==> src/shared/sampler_pkg.sv <==
// constants shared by the sampler state decoder and its requesting core
`default_nettype none
package sampler_pkg;
  localparam int LOD_W = 10;
  localparam int SLOD_W = 11;
  localparam int FRAC_W = 6;
  localparam int LVL_W = 4;
  // descriptor second word fields
  localparam int UPPER_LSB = 12;
  localparam int CUBE_CTRL_BIT = 9;
  localparam int FIRST_AXIS_LSB = 6;
  localparam int SECOND_AXIS_LSB = 3;
  localparam int THIRD_AXIS_LSB = 0;
  localparam logic [31:0] WORD1_ZERO_MASK = 32'h0000_0C00;
  // descriptor fourth word fields
  localparam int KEY_EN_BIT = 25;
  localparam int KEY_IDX_LSB = 23;
  localparam int KEY_MODE_BIT = 22;
  localparam int ANISO_LSB = 19;
  localparam logic [31:0] WORD3_ZERO_MASK = 32'hFC00_0000;
  localparam logic [9:0] UPPER_CEIL = 10'h340;
  localparam logic cube_use_programmed = 1'b0;
  localparam logic cube_force_face_mode = 1'b1;
  localparam logic [2:0] addr_repeat = 3'h0;
  localparam logic [2:0] addr_reflect = 3'h1;
  localparam logic [2:0] addr_edge_clamp = 3'h2;
  localparam logic [2:0] addr_cube_face = 3'h3;
  localparam logic [2:0] addr_border_clamp = 3'h4;
  localparam logic [2:0] addr_reflect_once = 3'h5;
  localparam logic [2:0] aniso_filter_mode = 3'h2;
  localparam logic [2:0] monochrome_conv_filter = 3'h6;
  localparam logic key_drop_pixel = 1'b0;
  localparam logic key_zero_texel = 1'b1;
  localparam logic [2:0] ratio_cap_two = 3'h0;
  localparam logic [2:0] ratio_cap_sixteen = 3'h7;
  localparam logic [31:0] LUMA_CHROMA_FILL = 32'h0080_1080;
  // controller register offsets
  localparam logic [4:0] DESC1_OFS = 5'h00;
  localparam logic [4:0] DESC3_OFS = 5'h04;
  localparam logic [4:0] REQ_LOD_OFS = 5'h08;
  localparam logic [4:0] REQ_CTRL_OFS = 5'h0C;
  localparam logic [4:0] GO_STATUS_OFS = 5'h10;
  localparam logic [4:0] RESULT0_OFS = 5'h14;
  localparam logic [4:0] RESULT1_OFS = 5'h18;
  localparam logic [4:0] RESULT2_OFS = 5'h1C;
  localparam logic [1:0] RESP_OKAY = 2'h0;
  localparam logic [1:0] RESP_SLVERR = 2'h2;
endpackage
`default_nettype wire

==> src/shared/sampler_link_if.sv <==
// link between a requesting core and the sampler state decoder
`timescale 1ns/100ps
`default_nettype none
interface sampler_link_if;
  logic req_valid;
  logic req_ready;
  logic [31:0] word1;
  logic [31:0] word3;
  logic signed [10:0] biased_lod;
  logic [9:0] lower_detail_limit;
  logic cube_surface;
  logic volume_surface;
  logic [2:0] min_filter;
  logic [2:0] mag_filter;
  logic mip_linear;
  logic [3:0] texel_match;
  logic pixel_mask;
  logic kill_mask_req;
  logic luma_chroma;
  logic rsp_valid;
  logic rsp_ready;
  logic [9:0] lod_out;
  logic [3:0] fine_level;
  logic [3:0] coarse_level;
  logic [5:0] blend;
  logic magnify;
  logic [8:0] addr_modes;
  logic border_zero;
  logic mono_active;
  logic key_enable;
  logic [1:0] key_index;
  logic pixel_mask_out;
  logic [3:0] zero_texel;
  logic [31:0] fill_value;
  logic [4:0] aniso_ratio;
  modport device_end (
    input req_valid, word1, word3, biased_lod, lower_detail_limit, cube_surface,
    volume_surface, min_filter, mag_filter, mip_linear, texel_match, pixel_mask,
    kill_mask_req, luma_chroma, rsp_ready,
    output req_ready, rsp_valid, lod_out, fine_level, coarse_level, blend, magnify,
    addr_modes, border_zero, mono_active, key_enable, key_index, pixel_mask_out,
    zero_texel, fill_value, aniso_ratio
  );
  modport core_end (
    output req_valid, word1, word3, biased_lod, lower_detail_limit, cube_surface,
    volume_surface, min_filter, mag_filter, mip_linear, texel_match, pixel_mask,
    kill_mask_req, luma_chroma, rsp_ready,
    input req_ready, rsp_valid, lod_out, fine_level, coarse_level, blend, magnify,
    addr_modes, border_zero, mono_active, key_enable, key_index, pixel_mask_out,
    zero_texel, fill_value, aniso_ratio
  );
endinterface
`default_nettype wire

==> src/hw/addr_mode_resolve.sv <==
// resolves one axis addressing mode against cube override and reserved codes
`timescale 1ns/100ps
`default_nettype none
module addr_mode_resolve (
  input wire logic [2:0] programmed,
  input wire logic cube_surface,
  input wire logic cube_ctrl,
  output logic [2:0] resolved
);
  always_comb begin
    if (cube_surface && cube_ctrl == sampler_pkg::cube_force_face_mode) begin
      resolved = sampler_pkg::addr_cube_face;
    end else begin
      unique case (programmed)
        sampler_pkg::addr_repeat, sampler_pkg::addr_reflect, sampler_pkg::addr_edge_clamp,
        sampler_pkg::addr_cube_face, sampler_pkg::addr_border_clamp,
        sampler_pkg::addr_reflect_once: resolved = programmed;
        default: resolved = sampler_pkg::addr_edge_clamp;
      endcase
    end
  end
endmodule // addr_mode_resolve
`default_nettype wire

==> src/hw/sampler_state_decode.sv <==
// device end: decodes sampler descriptor fields for one sampling request
`timescale 1ns/100ps
`default_nettype none
// What this block and the core end do
// - clamp biased detail level to upper limit
// - magnify decision uses level before clamp
// - upper limit bounds level and blend
// - levels between lower int and upper ceiling
// - lower limit wins when above upper
// - cube control forces cube addressing mode
// - first axis mode three-bit code decode
// - second, third axis use same decode
// - cube coordinates use same clamp or cube
// - convolution filter sets border clamp everywhere unless cube control forces cube
// - no reflect modes with unorm messages
// - third axis border clamp returns zero
// - enable bit turns key comparison on
// - no keying with mono, aniso, volume
// - key index selects entry, ignored disabled
// - drop mode clears matching pixel mask
// - zero mode replaces matching texels
// - anisotropy ratio capped at 2(n+1)
// - reserved descriptor bits written as zero
// - code 6h is monochrome convolution filter
// - code 2h is anisotropic filter
module sampler_state_decode (
  input wire logic aclk,
  input wire logic aresetn,
  sampler_link_if.device_end link
);
  typedef enum logic [1:0] {IDLE, EVAL, RESP} phase_e;
  phase_e phase_reg;
  logic [31:0] word1_reg;
  logic [31:0] word3_reg;
  logic signed [10:0] lod_reg;
  logic [9:0] lower_reg;
  logic cube_reg;
  logic volume_reg;
  logic [2:0] min_filter_reg;
  logic [2:0] mag_filter_reg;
  logic mip_linear_reg;
  logic [3:0] match_reg;
  logic pixel_mask_reg;
  logic kill_req_reg;
  logic luma_reg;
  logic [8:0] modes;
  logic [9:0] upper;
  logic [9:0] lod_pos;
  logic [9:0] final_lod;
  logic [3:0] level_hi;
  logic [3:0] level_lo;
  logic [3:0] bound_hi;
  logic [3:0] coarse;
  logic key_on;
  logic aniso_on;
  logic [9:0] lod_out_reg;
  logic [3:0] fine_reg;
  logic [3:0] coarse_reg;
  logic [5:0] blend_reg;
  logic magnify_reg;
  logic [8:0] modes_reg;
  logic border_zero_reg;
  logic mono_reg;
  logic key_en_reg;
  logic [1:0] key_idx_reg;
  logic mask_out_reg;
  logic [3:0] zero_texel_reg;
  logic [31:0] fill_reg;
  logic [4:0] ratio_reg;

  function automatic logic [9:0] min10(input logic [9:0] a, input logic [9:0] b);
    min10 = (a < b) ? a : b;
  endfunction

  function automatic logic [3:0] ceil_level(input logic [9:0] v);
    ceil_level = v[9:6] + {3'h0, |v[5:0]};
  endfunction

  assign link.req_ready = (phase_reg == IDLE);
  assign link.rsp_valid = (phase_reg == RESP);

  always_ff @(posedge aclk) begin
    if (!aresetn) begin
      phase_reg <= IDLE;
    end else begin
      unique case (phase_reg)
        IDLE: if (link.req_valid) phase_reg <= EVAL;
        EVAL: phase_reg <= RESP;
        RESP: if (link.rsp_ready) phase_reg <= IDLE;
      endcase
    end
  end

  // request fields are captured once and held until the answer is taken
  always_ff @(posedge aclk) begin
    if (!aresetn) begin
      word1_reg <= 32'h0;
      word3_reg <= 32'h0;
      lod_reg <= 11'sh0;
      lower_reg <= 10'h0;
      cube_reg <= 1'b0;
      volume_reg <= 1'b0;
      min_filter_reg <= 3'h0;
      mag_filter_reg <= 3'h0;
      mip_linear_reg <= 1'b0;
      match_reg <= 4'h0;
      pixel_mask_reg <= 1'b0;
      kill_req_reg <= 1'b0;
      luma_reg <= 1'b0;
    end else if (phase_reg == IDLE && link.req_valid) begin
      word1_reg <= link.word1;
      word3_reg <= link.word3;
      lod_reg <= link.biased_lod;
      lower_reg <= link.lower_detail_limit;
      cube_reg <= link.cube_surface;
      volume_reg <= link.volume_surface;
      min_filter_reg <= link.min_filter;
      mag_filter_reg <= link.mag_filter;
      mip_linear_reg <= link.mip_linear;
      match_reg <= link.texel_match;
      pixel_mask_reg <= link.pixel_mask;
      kill_req_reg <= link.kill_mask_req;
      luma_reg <= link.luma_chroma;
    end
  end

  for (genvar a = 0; a < 3; a++) begin : g_axis
    addr_mode_resolve u_resolve (
      .programmed(word1_reg[3*a +: 3]),
      .cube_surface(cube_reg),
      .cube_ctrl(word1_reg[sampler_pkg::CUBE_CTRL_BIT]),
      .resolved(modes[3*a +: 3])
    );
  end

  // detail level arithmetic
  always_comb begin
    upper = min10(word1_reg[sampler_pkg::UPPER_LSB +: 10], sampler_pkg::UPPER_CEIL);
    lod_pos = lod_reg[10] ? 10'h0 : lod_reg[9:0];
    if (lower_reg > upper) begin
      final_lod = lower_reg;
    end else if (lod_pos < lower_reg) begin
      final_lod = lower_reg;
    end else begin
      final_lod = min10(lod_pos, upper);
    end
    level_lo = lower_reg[9:6];
    level_hi = ceil_level(upper);
    bound_hi = (level_hi < level_lo) ? level_lo : level_hi;
    coarse = (mip_linear_reg && |final_lod[5:0]) ? final_lod[9:6] + 4'h1 : final_lod[9:6];
    if (coarse > bound_hi || coarse < final_lod[9:6]) begin
      coarse = bound_hi;
    end
    key_on = word3_reg[sampler_pkg::KEY_EN_BIT];
    aniso_on = (min_filter_reg == sampler_pkg::aniso_filter_mode) ||
               (mag_filter_reg == sampler_pkg::aniso_filter_mode);
  end

  // answer registers are loaded in the evaluation cycle only
  always_ff @(posedge aclk) begin
    if (!aresetn) begin
      lod_out_reg <= 10'h0;
      fine_reg <= 4'h0;
      coarse_reg <= 4'h0;
      blend_reg <= 6'h0;
      magnify_reg <= 1'b0;
      modes_reg <= 9'h0;
      border_zero_reg <= 1'b0;
      mono_reg <= 1'b0;
    end else if (phase_reg == EVAL) begin
      lod_out_reg <= final_lod;
      fine_reg <= final_lod[9:6];
      coarse_reg <= coarse;
      blend_reg <= mip_linear_reg ? final_lod[5:0] : 6'h0;
      magnify_reg <= (lod_reg <= 11'sh0);
      modes_reg <= modes;
      border_zero_reg <= (modes[2:0] == sampler_pkg::addr_border_clamp);
      mono_reg <= (min_filter_reg == sampler_pkg::monochrome_conv_filter) ||
                  (mag_filter_reg == sampler_pkg::monochrome_conv_filter);
    end
  end

  always_ff @(posedge aclk) begin
    if (!aresetn) begin
      key_en_reg <= 1'b0;
      key_idx_reg <= 2'h0;
      mask_out_reg <= 1'b1;
      zero_texel_reg <= 4'h0;
      fill_reg <= 32'h0;
      ratio_reg <= 5'h0;
    end else if (phase_reg == EVAL) begin
      key_en_reg <= key_on;
      key_idx_reg <= key_on ? word3_reg[sampler_pkg::KEY_IDX_LSB +: 2] : 2'h0;
      if (key_on && word3_reg[sampler_pkg::KEY_MODE_BIT] == sampler_pkg::key_drop_pixel &&
          |match_reg && kill_req_reg) begin
        mask_out_reg <= 1'b0;
      end else begin
        mask_out_reg <= pixel_mask_reg | ~kill_req_reg;
      end
      if (key_on && word3_reg[sampler_pkg::KEY_MODE_BIT] == sampler_pkg::key_zero_texel) begin
        zero_texel_reg <= match_reg;
      end else begin
        zero_texel_reg <= 4'h0;
      end
      fill_reg <= luma_reg ? sampler_pkg::LUMA_CHROMA_FILL : 32'h0;
      ratio_reg <= aniso_on ? {1'b0, word3_reg[sampler_pkg::ANISO_LSB +: 3], 1'b0} + 5'h2
                            : 5'h0;
    end
  end

  assign link.lod_out = lod_out_reg;
  assign link.fine_level = fine_reg;
  assign link.coarse_level = coarse_reg;
  assign link.blend = blend_reg;
  assign link.magnify = magnify_reg;
  assign link.addr_modes = modes_reg;
  assign link.border_zero = border_zero_reg;
  assign link.mono_active = mono_reg;
  assign link.key_enable = key_en_reg;
  assign link.key_index = key_idx_reg;
  assign link.pixel_mask_out = mask_out_reg;
  assign link.zero_texel = zero_texel_reg;
  assign link.fill_value = fill_reg;
  assign link.aniso_ratio = ratio_reg;
endmodule // sampler_state_decode
`default_nettype wire

==> src/flat_wrapper.sv <==
// flat-port wrapper written by rule: the top's interface ports become plain ports
module sampler_state_decode_flat 
  (aclk, aresetn, link_req_valid, link_word1, link_word3, link_biased_lod, link_lower_detail_limit, link_cube_surface, link_volume_surface, link_min_filter, link_mag_filter, link_mip_linear, link_texel_match, link_pixel_mask, link_kill_mask_req, link_luma_chroma, link_rsp_ready, link_req_ready, link_rsp_valid, link_lod_out, link_fine_level, link_coarse_level, link_blend, link_magnify, link_addr_modes, link_border_zero, link_mono_active, link_key_enable, link_key_index, link_pixel_mask_out, link_zero_texel, link_fill_value, link_aniso_ratio);
  sampler_link_if link_i ();
  input wire logic aclk;
  input wire logic aresetn;
  input wire logic [$bits(link_i.req_valid)-1:0] link_req_valid;
  input wire logic [$bits(link_i.word1)-1:0] link_word1;
  input wire logic [$bits(link_i.word3)-1:0] link_word3;
  input wire logic [$bits(link_i.biased_lod)-1:0] link_biased_lod;
  input wire logic [$bits(link_i.lower_detail_limit)-1:0] link_lower_detail_limit;
  input wire logic [$bits(link_i.cube_surface)-1:0] link_cube_surface;
  input wire logic [$bits(link_i.volume_surface)-1:0] link_volume_surface;
  input wire logic [$bits(link_i.min_filter)-1:0] link_min_filter;
  input wire logic [$bits(link_i.mag_filter)-1:0] link_mag_filter;
  input wire logic [$bits(link_i.mip_linear)-1:0] link_mip_linear;
  input wire logic [$bits(link_i.texel_match)-1:0] link_texel_match;
  input wire logic [$bits(link_i.pixel_mask)-1:0] link_pixel_mask;
  input wire logic [$bits(link_i.kill_mask_req)-1:0] link_kill_mask_req;
  input wire logic [$bits(link_i.luma_chroma)-1:0] link_luma_chroma;
  input wire logic [$bits(link_i.rsp_ready)-1:0] link_rsp_ready;
  output wire logic [$bits(link_i.req_ready)-1:0] link_req_ready;
  output wire logic [$bits(link_i.rsp_valid)-1:0] link_rsp_valid;
  output wire logic [$bits(link_i.lod_out)-1:0] link_lod_out;
  output wire logic [$bits(link_i.fine_level)-1:0] link_fine_level;
  output wire logic [$bits(link_i.coarse_level)-1:0] link_coarse_level;
  output wire logic [$bits(link_i.blend)-1:0] link_blend;
  output wire logic [$bits(link_i.magnify)-1:0] link_magnify;
  output wire logic [$bits(link_i.addr_modes)-1:0] link_addr_modes;
  output wire logic [$bits(link_i.border_zero)-1:0] link_border_zero;
  output wire logic [$bits(link_i.mono_active)-1:0] link_mono_active;
  output wire logic [$bits(link_i.key_enable)-1:0] link_key_enable;
  output wire logic [$bits(link_i.key_index)-1:0] link_key_index;
  output wire logic [$bits(link_i.pixel_mask_out)-1:0] link_pixel_mask_out;
  output wire logic [$bits(link_i.zero_texel)-1:0] link_zero_texel;
  output wire logic [$bits(link_i.fill_value)-1:0] link_fill_value;
  output wire logic [$bits(link_i.aniso_ratio)-1:0] link_aniso_ratio;
  assign link_i.req_valid = link_req_valid;
  assign link_i.word1 = link_word1;
  assign link_i.word3 = link_word3;
  assign link_i.biased_lod = link_biased_lod;
  assign link_i.lower_detail_limit = link_lower_detail_limit;
  assign link_i.cube_surface = link_cube_surface;
  assign link_i.volume_surface = link_volume_surface;
  assign link_i.min_filter = link_min_filter;
  assign link_i.mag_filter = link_mag_filter;
  assign link_i.mip_linear = link_mip_linear;
  assign link_i.texel_match = link_texel_match;
  assign link_i.pixel_mask = link_pixel_mask;
  assign link_i.kill_mask_req = link_kill_mask_req;
  assign link_i.luma_chroma = link_luma_chroma;
  assign link_i.rsp_ready = link_rsp_ready;
  assign link_req_ready = link_i.req_ready;
  assign link_rsp_valid = link_i.rsp_valid;
  assign link_lod_out = link_i.lod_out;
  assign link_fine_level = link_i.fine_level;
  assign link_coarse_level = link_i.coarse_level;
  assign link_blend = link_i.blend;
  assign link_magnify = link_i.magnify;
  assign link_addr_modes = link_i.addr_modes;
  assign link_border_zero = link_i.border_zero;
  assign link_mono_active = link_i.mono_active;
  assign link_key_enable = link_i.key_enable;
  assign link_key_index = link_i.key_index;
  assign link_pixel_mask_out = link_i.pixel_mask_out;
  assign link_zero_texel = link_i.zero_texel;
  assign link_fill_value = link_i.fill_value;
  assign link_aniso_ratio = link_i.aniso_ratio;
  sampler_state_decode u_core (.aclk(aclk), .aresetn(aresetn), .link(link_i));
endmodule
==> config.mk <==
export PLATFORM = sky130hd
export DESIGN_NAME = sampler_state_decode_flat
export DESIGN_NICKNAME = d
export VERILOG_FILES = /design/src/shared/sampler_pkg.sv /design/src/shared/sampler_link_if.sv /design/src/hw/addr_mode_resolve.sv /design/src/hw/sampler_state_decode.sv /design/src/flat_wrapper.sv
export SDC_FILE = /design/constraint.sdc
export NUM_CORES = 1
export LEC_CHECK = 0
export BUFFER_PORTS_ARGS = -buffer_cell sky130_fd_sc_hd__buf_2
export CORE_UTILIZATION = 46
export DETAILED_ROUTE_END_ITERATION = 12
export PLACE_DENSITY = 0.76
export SYNTH_ARGS = -nofsm -noshare
export SYNTH_HDL_FRONTEND = slang
export SYNTH_SLANG_ARGS = --single-unit
==> constraint.sdc <==
create_clock -name aclk -period 4.3 [get_ports aclk]
set_clock_uncertainty 0.1 [all_clocks]
set_input_delay 0.43 -clock aclk [delete_from_list [all_inputs] [get_ports aclk]]
set_output_delay 0.43 -clock aclk [all_outputs]
set_load 0.01 [all_outputs]
==> flow_metrics.tcl <==
set metrics [dict create \
    setup_viol 3 \
    synth_edf_count 0 \
    synth_seq_area_share_pct 37.9 \
    leakage_nw 3.31 \
    path_cells "nor2b_1 -> ha_1 -> a21oi_2 -> nand2_1 -> a2111oi_4 -> a21oi_1 -> a41oi_1 -> o211ai_1 -> buf_4 -> inv_1 -> ha_4 -> inv_1 -> ha_2 -> nor2b_4 -> o21a_1 -> o21a_1 -> o21ai_2 -> o21ai_2 -> or2_4 -> nor2_2 -> mux2i_1 -> a21oi_1" \
    largest_reg_flops 20 \
    synthFlopType "dfxtp_1" \
    die_area_sq_mm 0.0131 \
    async_flop_share_pct 0 \
    num_io_pins 188 \
    grt_usage_pct 23.4 \
    antenna_cells 0 \
    finalCritPeriodShare_pct 102 \
    synthCells 738 \
    arrival_ps 4570 \
    core_area_sq_mm 0.0122 \
    r2r-end "u_core.link.coarse_level[3]" \
    grtUsageMet2_pct 39.2 \
    cp-start-kind "flip-flop" \
    synth-warning-count 0 \
    drt.antenna.violating_nets 0 \
    rsz0062_at_grt "yes" \
    synth_area_sq_mm 0.00581 \
    worstPathMaxFanout 6 \
    cpPeakStageDelay_ps 500 \
    ctsHoldBuffers 0 \
    critPathBufInv 3 \
    post-dp-hpwl_um 10900 \
    io_buffers 119 \
    ys_top_cells_by_area "dfxtp_1 (38%), nand2_1 (11%), ha_1 (10%)" \
    critical-path-slowest-cell "a2111oi_4" \
    status "complete, but fails checks" \
    grt_pass1_wl_um 23900 \
    dp.cells 1027 \
    reg2reg_depth 22 \
    clk-insertion-delay-late_ps 360 \
    avgSynthCellArea_sq_um 7.87 \
    dr.pass1.iters 4 \
    worst_pin_slew_ps 1010 \
    wl_um 15300 \
    cts_sinks 110 \
    layout-drive-gt1-share_pct 28.7 \
    setup_ws_ps -84.1 \
    cts_max_path_buffers 2 \
    hold_viol_final 0 \
    grt_most_used_layer "met2" \
    nets 1033 \
    via_count 5340 \
    violations "negative setup slack" \
    drcViolationCount 0 \
    dieWidth_um 114 \
    cts_tree "yes" \
    grt_pass1_vias 5010 \
    grt_overflow 0 \
    cp.required_ps 4490 \
    routabilityCongestion 0.923 \
    die_h_um 114 \
    drt-initial-drc-count 262 \
    slew_headroom_pct 32.9 \
    grt_max_degree 58 \
    power.density_mw_per_mm2 572 \
    yosysUniqueCellTypes 54 \
    rows 40 \
    cap_violations 0 \
    rrSetupSlack_ps -80 \
    place_ws_ps -199 \
    synth_area_leader_cell "dfxtp_1" \
    wl_per_cell_um 14.5 \
    met1_usage_pct 29.0 \
    ys_ff_latch 110 \
    yosys.area.top_type_share_pct 37.9 \
    cp_top_family "compound AO/OA/AOI/OAI gates" \
    timing.rr.start "u_core.lod_reg[10]" \
    criticalPathCategory "flip-flop to flip-flop" \
    start_util_pct 47.7 \
    endpoint "u_core.link.coarse_level[3]" \
    cts_made_buffers 9 \
    use_met3_pct 5.03 \
    htreeDepth 3 \
    slew_violations 0 \
    fin_total_pwr_mw 4.20 \
    fin_cells 1053 \
    hold_class "input port to flip-flop" \
    min_period_ps 4380 \
    antenna_found_initial 1 \
    fmax_mhz 228 \
    cts-root-buf "clkbuf_16" \
    end_kind "flip-flop" \
    cp.depth 22 \
    ir_worst_vdd_mv 0.239 \
    clk_pin_slew_ps 80 \
    critPathLaunch "u_core.lod_reg[10]" \
    area_delta_synth_final_pct 26.7 \
    drt-vias-per-instance 5.07 \
]
[metrics by stage]
stage	area, sq um	utilization [%]	hold slack, ps	setup TNS (ps)
after floorplan	5960	-	333	0
after global placement	6700	55.1	343	-198
after detailed placement	6700	55.1	344	-469
after CTS	7170	58.9	183	0
after global routing	7350	60.5	190	-1080
final	7350	60.5	193	-203
[Yosys cell counts, drive strengths merged, types with 6 or more instances]
master and n:
nand3 6, a22oi 6, o21a 6, clkbuf 31
inv 30, o31ai 6, mux2i 12, nand4 10
dfxtp 110, nor2b 12, o21ai 30, a21oi 102
nand2 178, ha 48, nor2 46, and2 8
buf 43
[worst min-delay path by stage]
| stage | endpoint | depth (start not counted) | slack [ps] | start |
|---|---|---|---|---|
| 2_1_floorplan | u_core.pixel_mask_reg | 2 | 330 | u_core.pixel_mask_reg |
| 3_3_place_gp | u_core.word1_reg[9] | 2 | 340 | u_core.word1_reg[9] |
| 3_5_place_dp | u_core.pixel_mask_reg | 2 | 340 | u_core.pixel_mask_reg |
| 4_1_cts | u_core.word1_reg[21] | 3 | 180 | link_word1[21] |
| 5_1_grt | u_core.word1_reg[21] | 3 | 190 | link_word1[21] |
| 6_report | u_core.word1_reg[21] | 3 | 190 | link_word1[21] |
[report_power, final]
| group | switching (mW) | internal [mW] | total, mW |
|---|---|---|---|
| logic | 1.15 | 0.930 | 2.08 |
| registers | 0.109 | 1.16 | 1.27 |
| clock network | 0.433 | 0.418 | 0.851 |
[worst reg2reg max path, delay by kind of cell (launching register included)]
| kind | cells | cell delay, ps |
|---|---|---|
| multiplexers | 1 | 70 |
| flip-flops | 1 | 370 |
| buffers and inverters | 3 | 310 |
| adder cells (fa/ha/maj) | 3 | 700 |
| AND/OR/NAND/NOR | 5 | 730 |
| AO/OA/AOI/OAI | 10 | 2050 |
[kinds of logic after synthesis]
family          after synthesis  synth area share [%]
simple gates                285                  21.4
compound gates              170                  17.5
flops                       110                  37.9
buf+inv                     104                  9.16
fa+ha+maj                    48                  10.3
mux                          16                  2.91
xor+xnor                      4                 0.604
other cells                   1                0.0646
[metal layers]
metal | vias to the layer above | wire length (um)
li1 | 2722 | -
met1 | 2459 | 6720
met2 | 135 | 7290
met3 | 24 | 911
met4 | 0 | 349
met5 | - | 0
[layout by cell type, fill, tap and decap left out, types with 4 or more instances in the layout]
master     instances
o21ai_2            4
a21o_1             4
o21ai_0           19
o21ai_1            6
dfxtp_1          106
nand2_1          172
nor4_1             4
and2_1             7
ha_4              10
clkbuf_16          9
buf_4             54
nand4_1           10
nand3_1            6
a22oi_1            6
nor2b_1            7
and3_1             5
nor2_1            43
conb_1            30
buf_2            119
o21a_1             6
a21oi_1           98
dfxtp_2            4
mux2i_1            9
inv_1             28
ha_1              35
o31ai_1            5
nand2b_1           4
[final cells by class]
class	instances	area, sq um
Timing Repair Buffer	175	1030
Clock buffer	9	225
Sequential cell	110	2210
Clock inverter	7	78.8
Fill cell	1107	4810
Tap cell	168	210
Multi-Input combinational cell	554	3490
Inverter	30	113
[what timing repair did]
item	4_1_cts	5_1_grt
gates cloned	0	1
gates resized for setup	23	29
endpoints found under the setup margin	4	4
pin swaps	16	5
buffers inserted	6	3
Power figures use the tool's default switching activity.
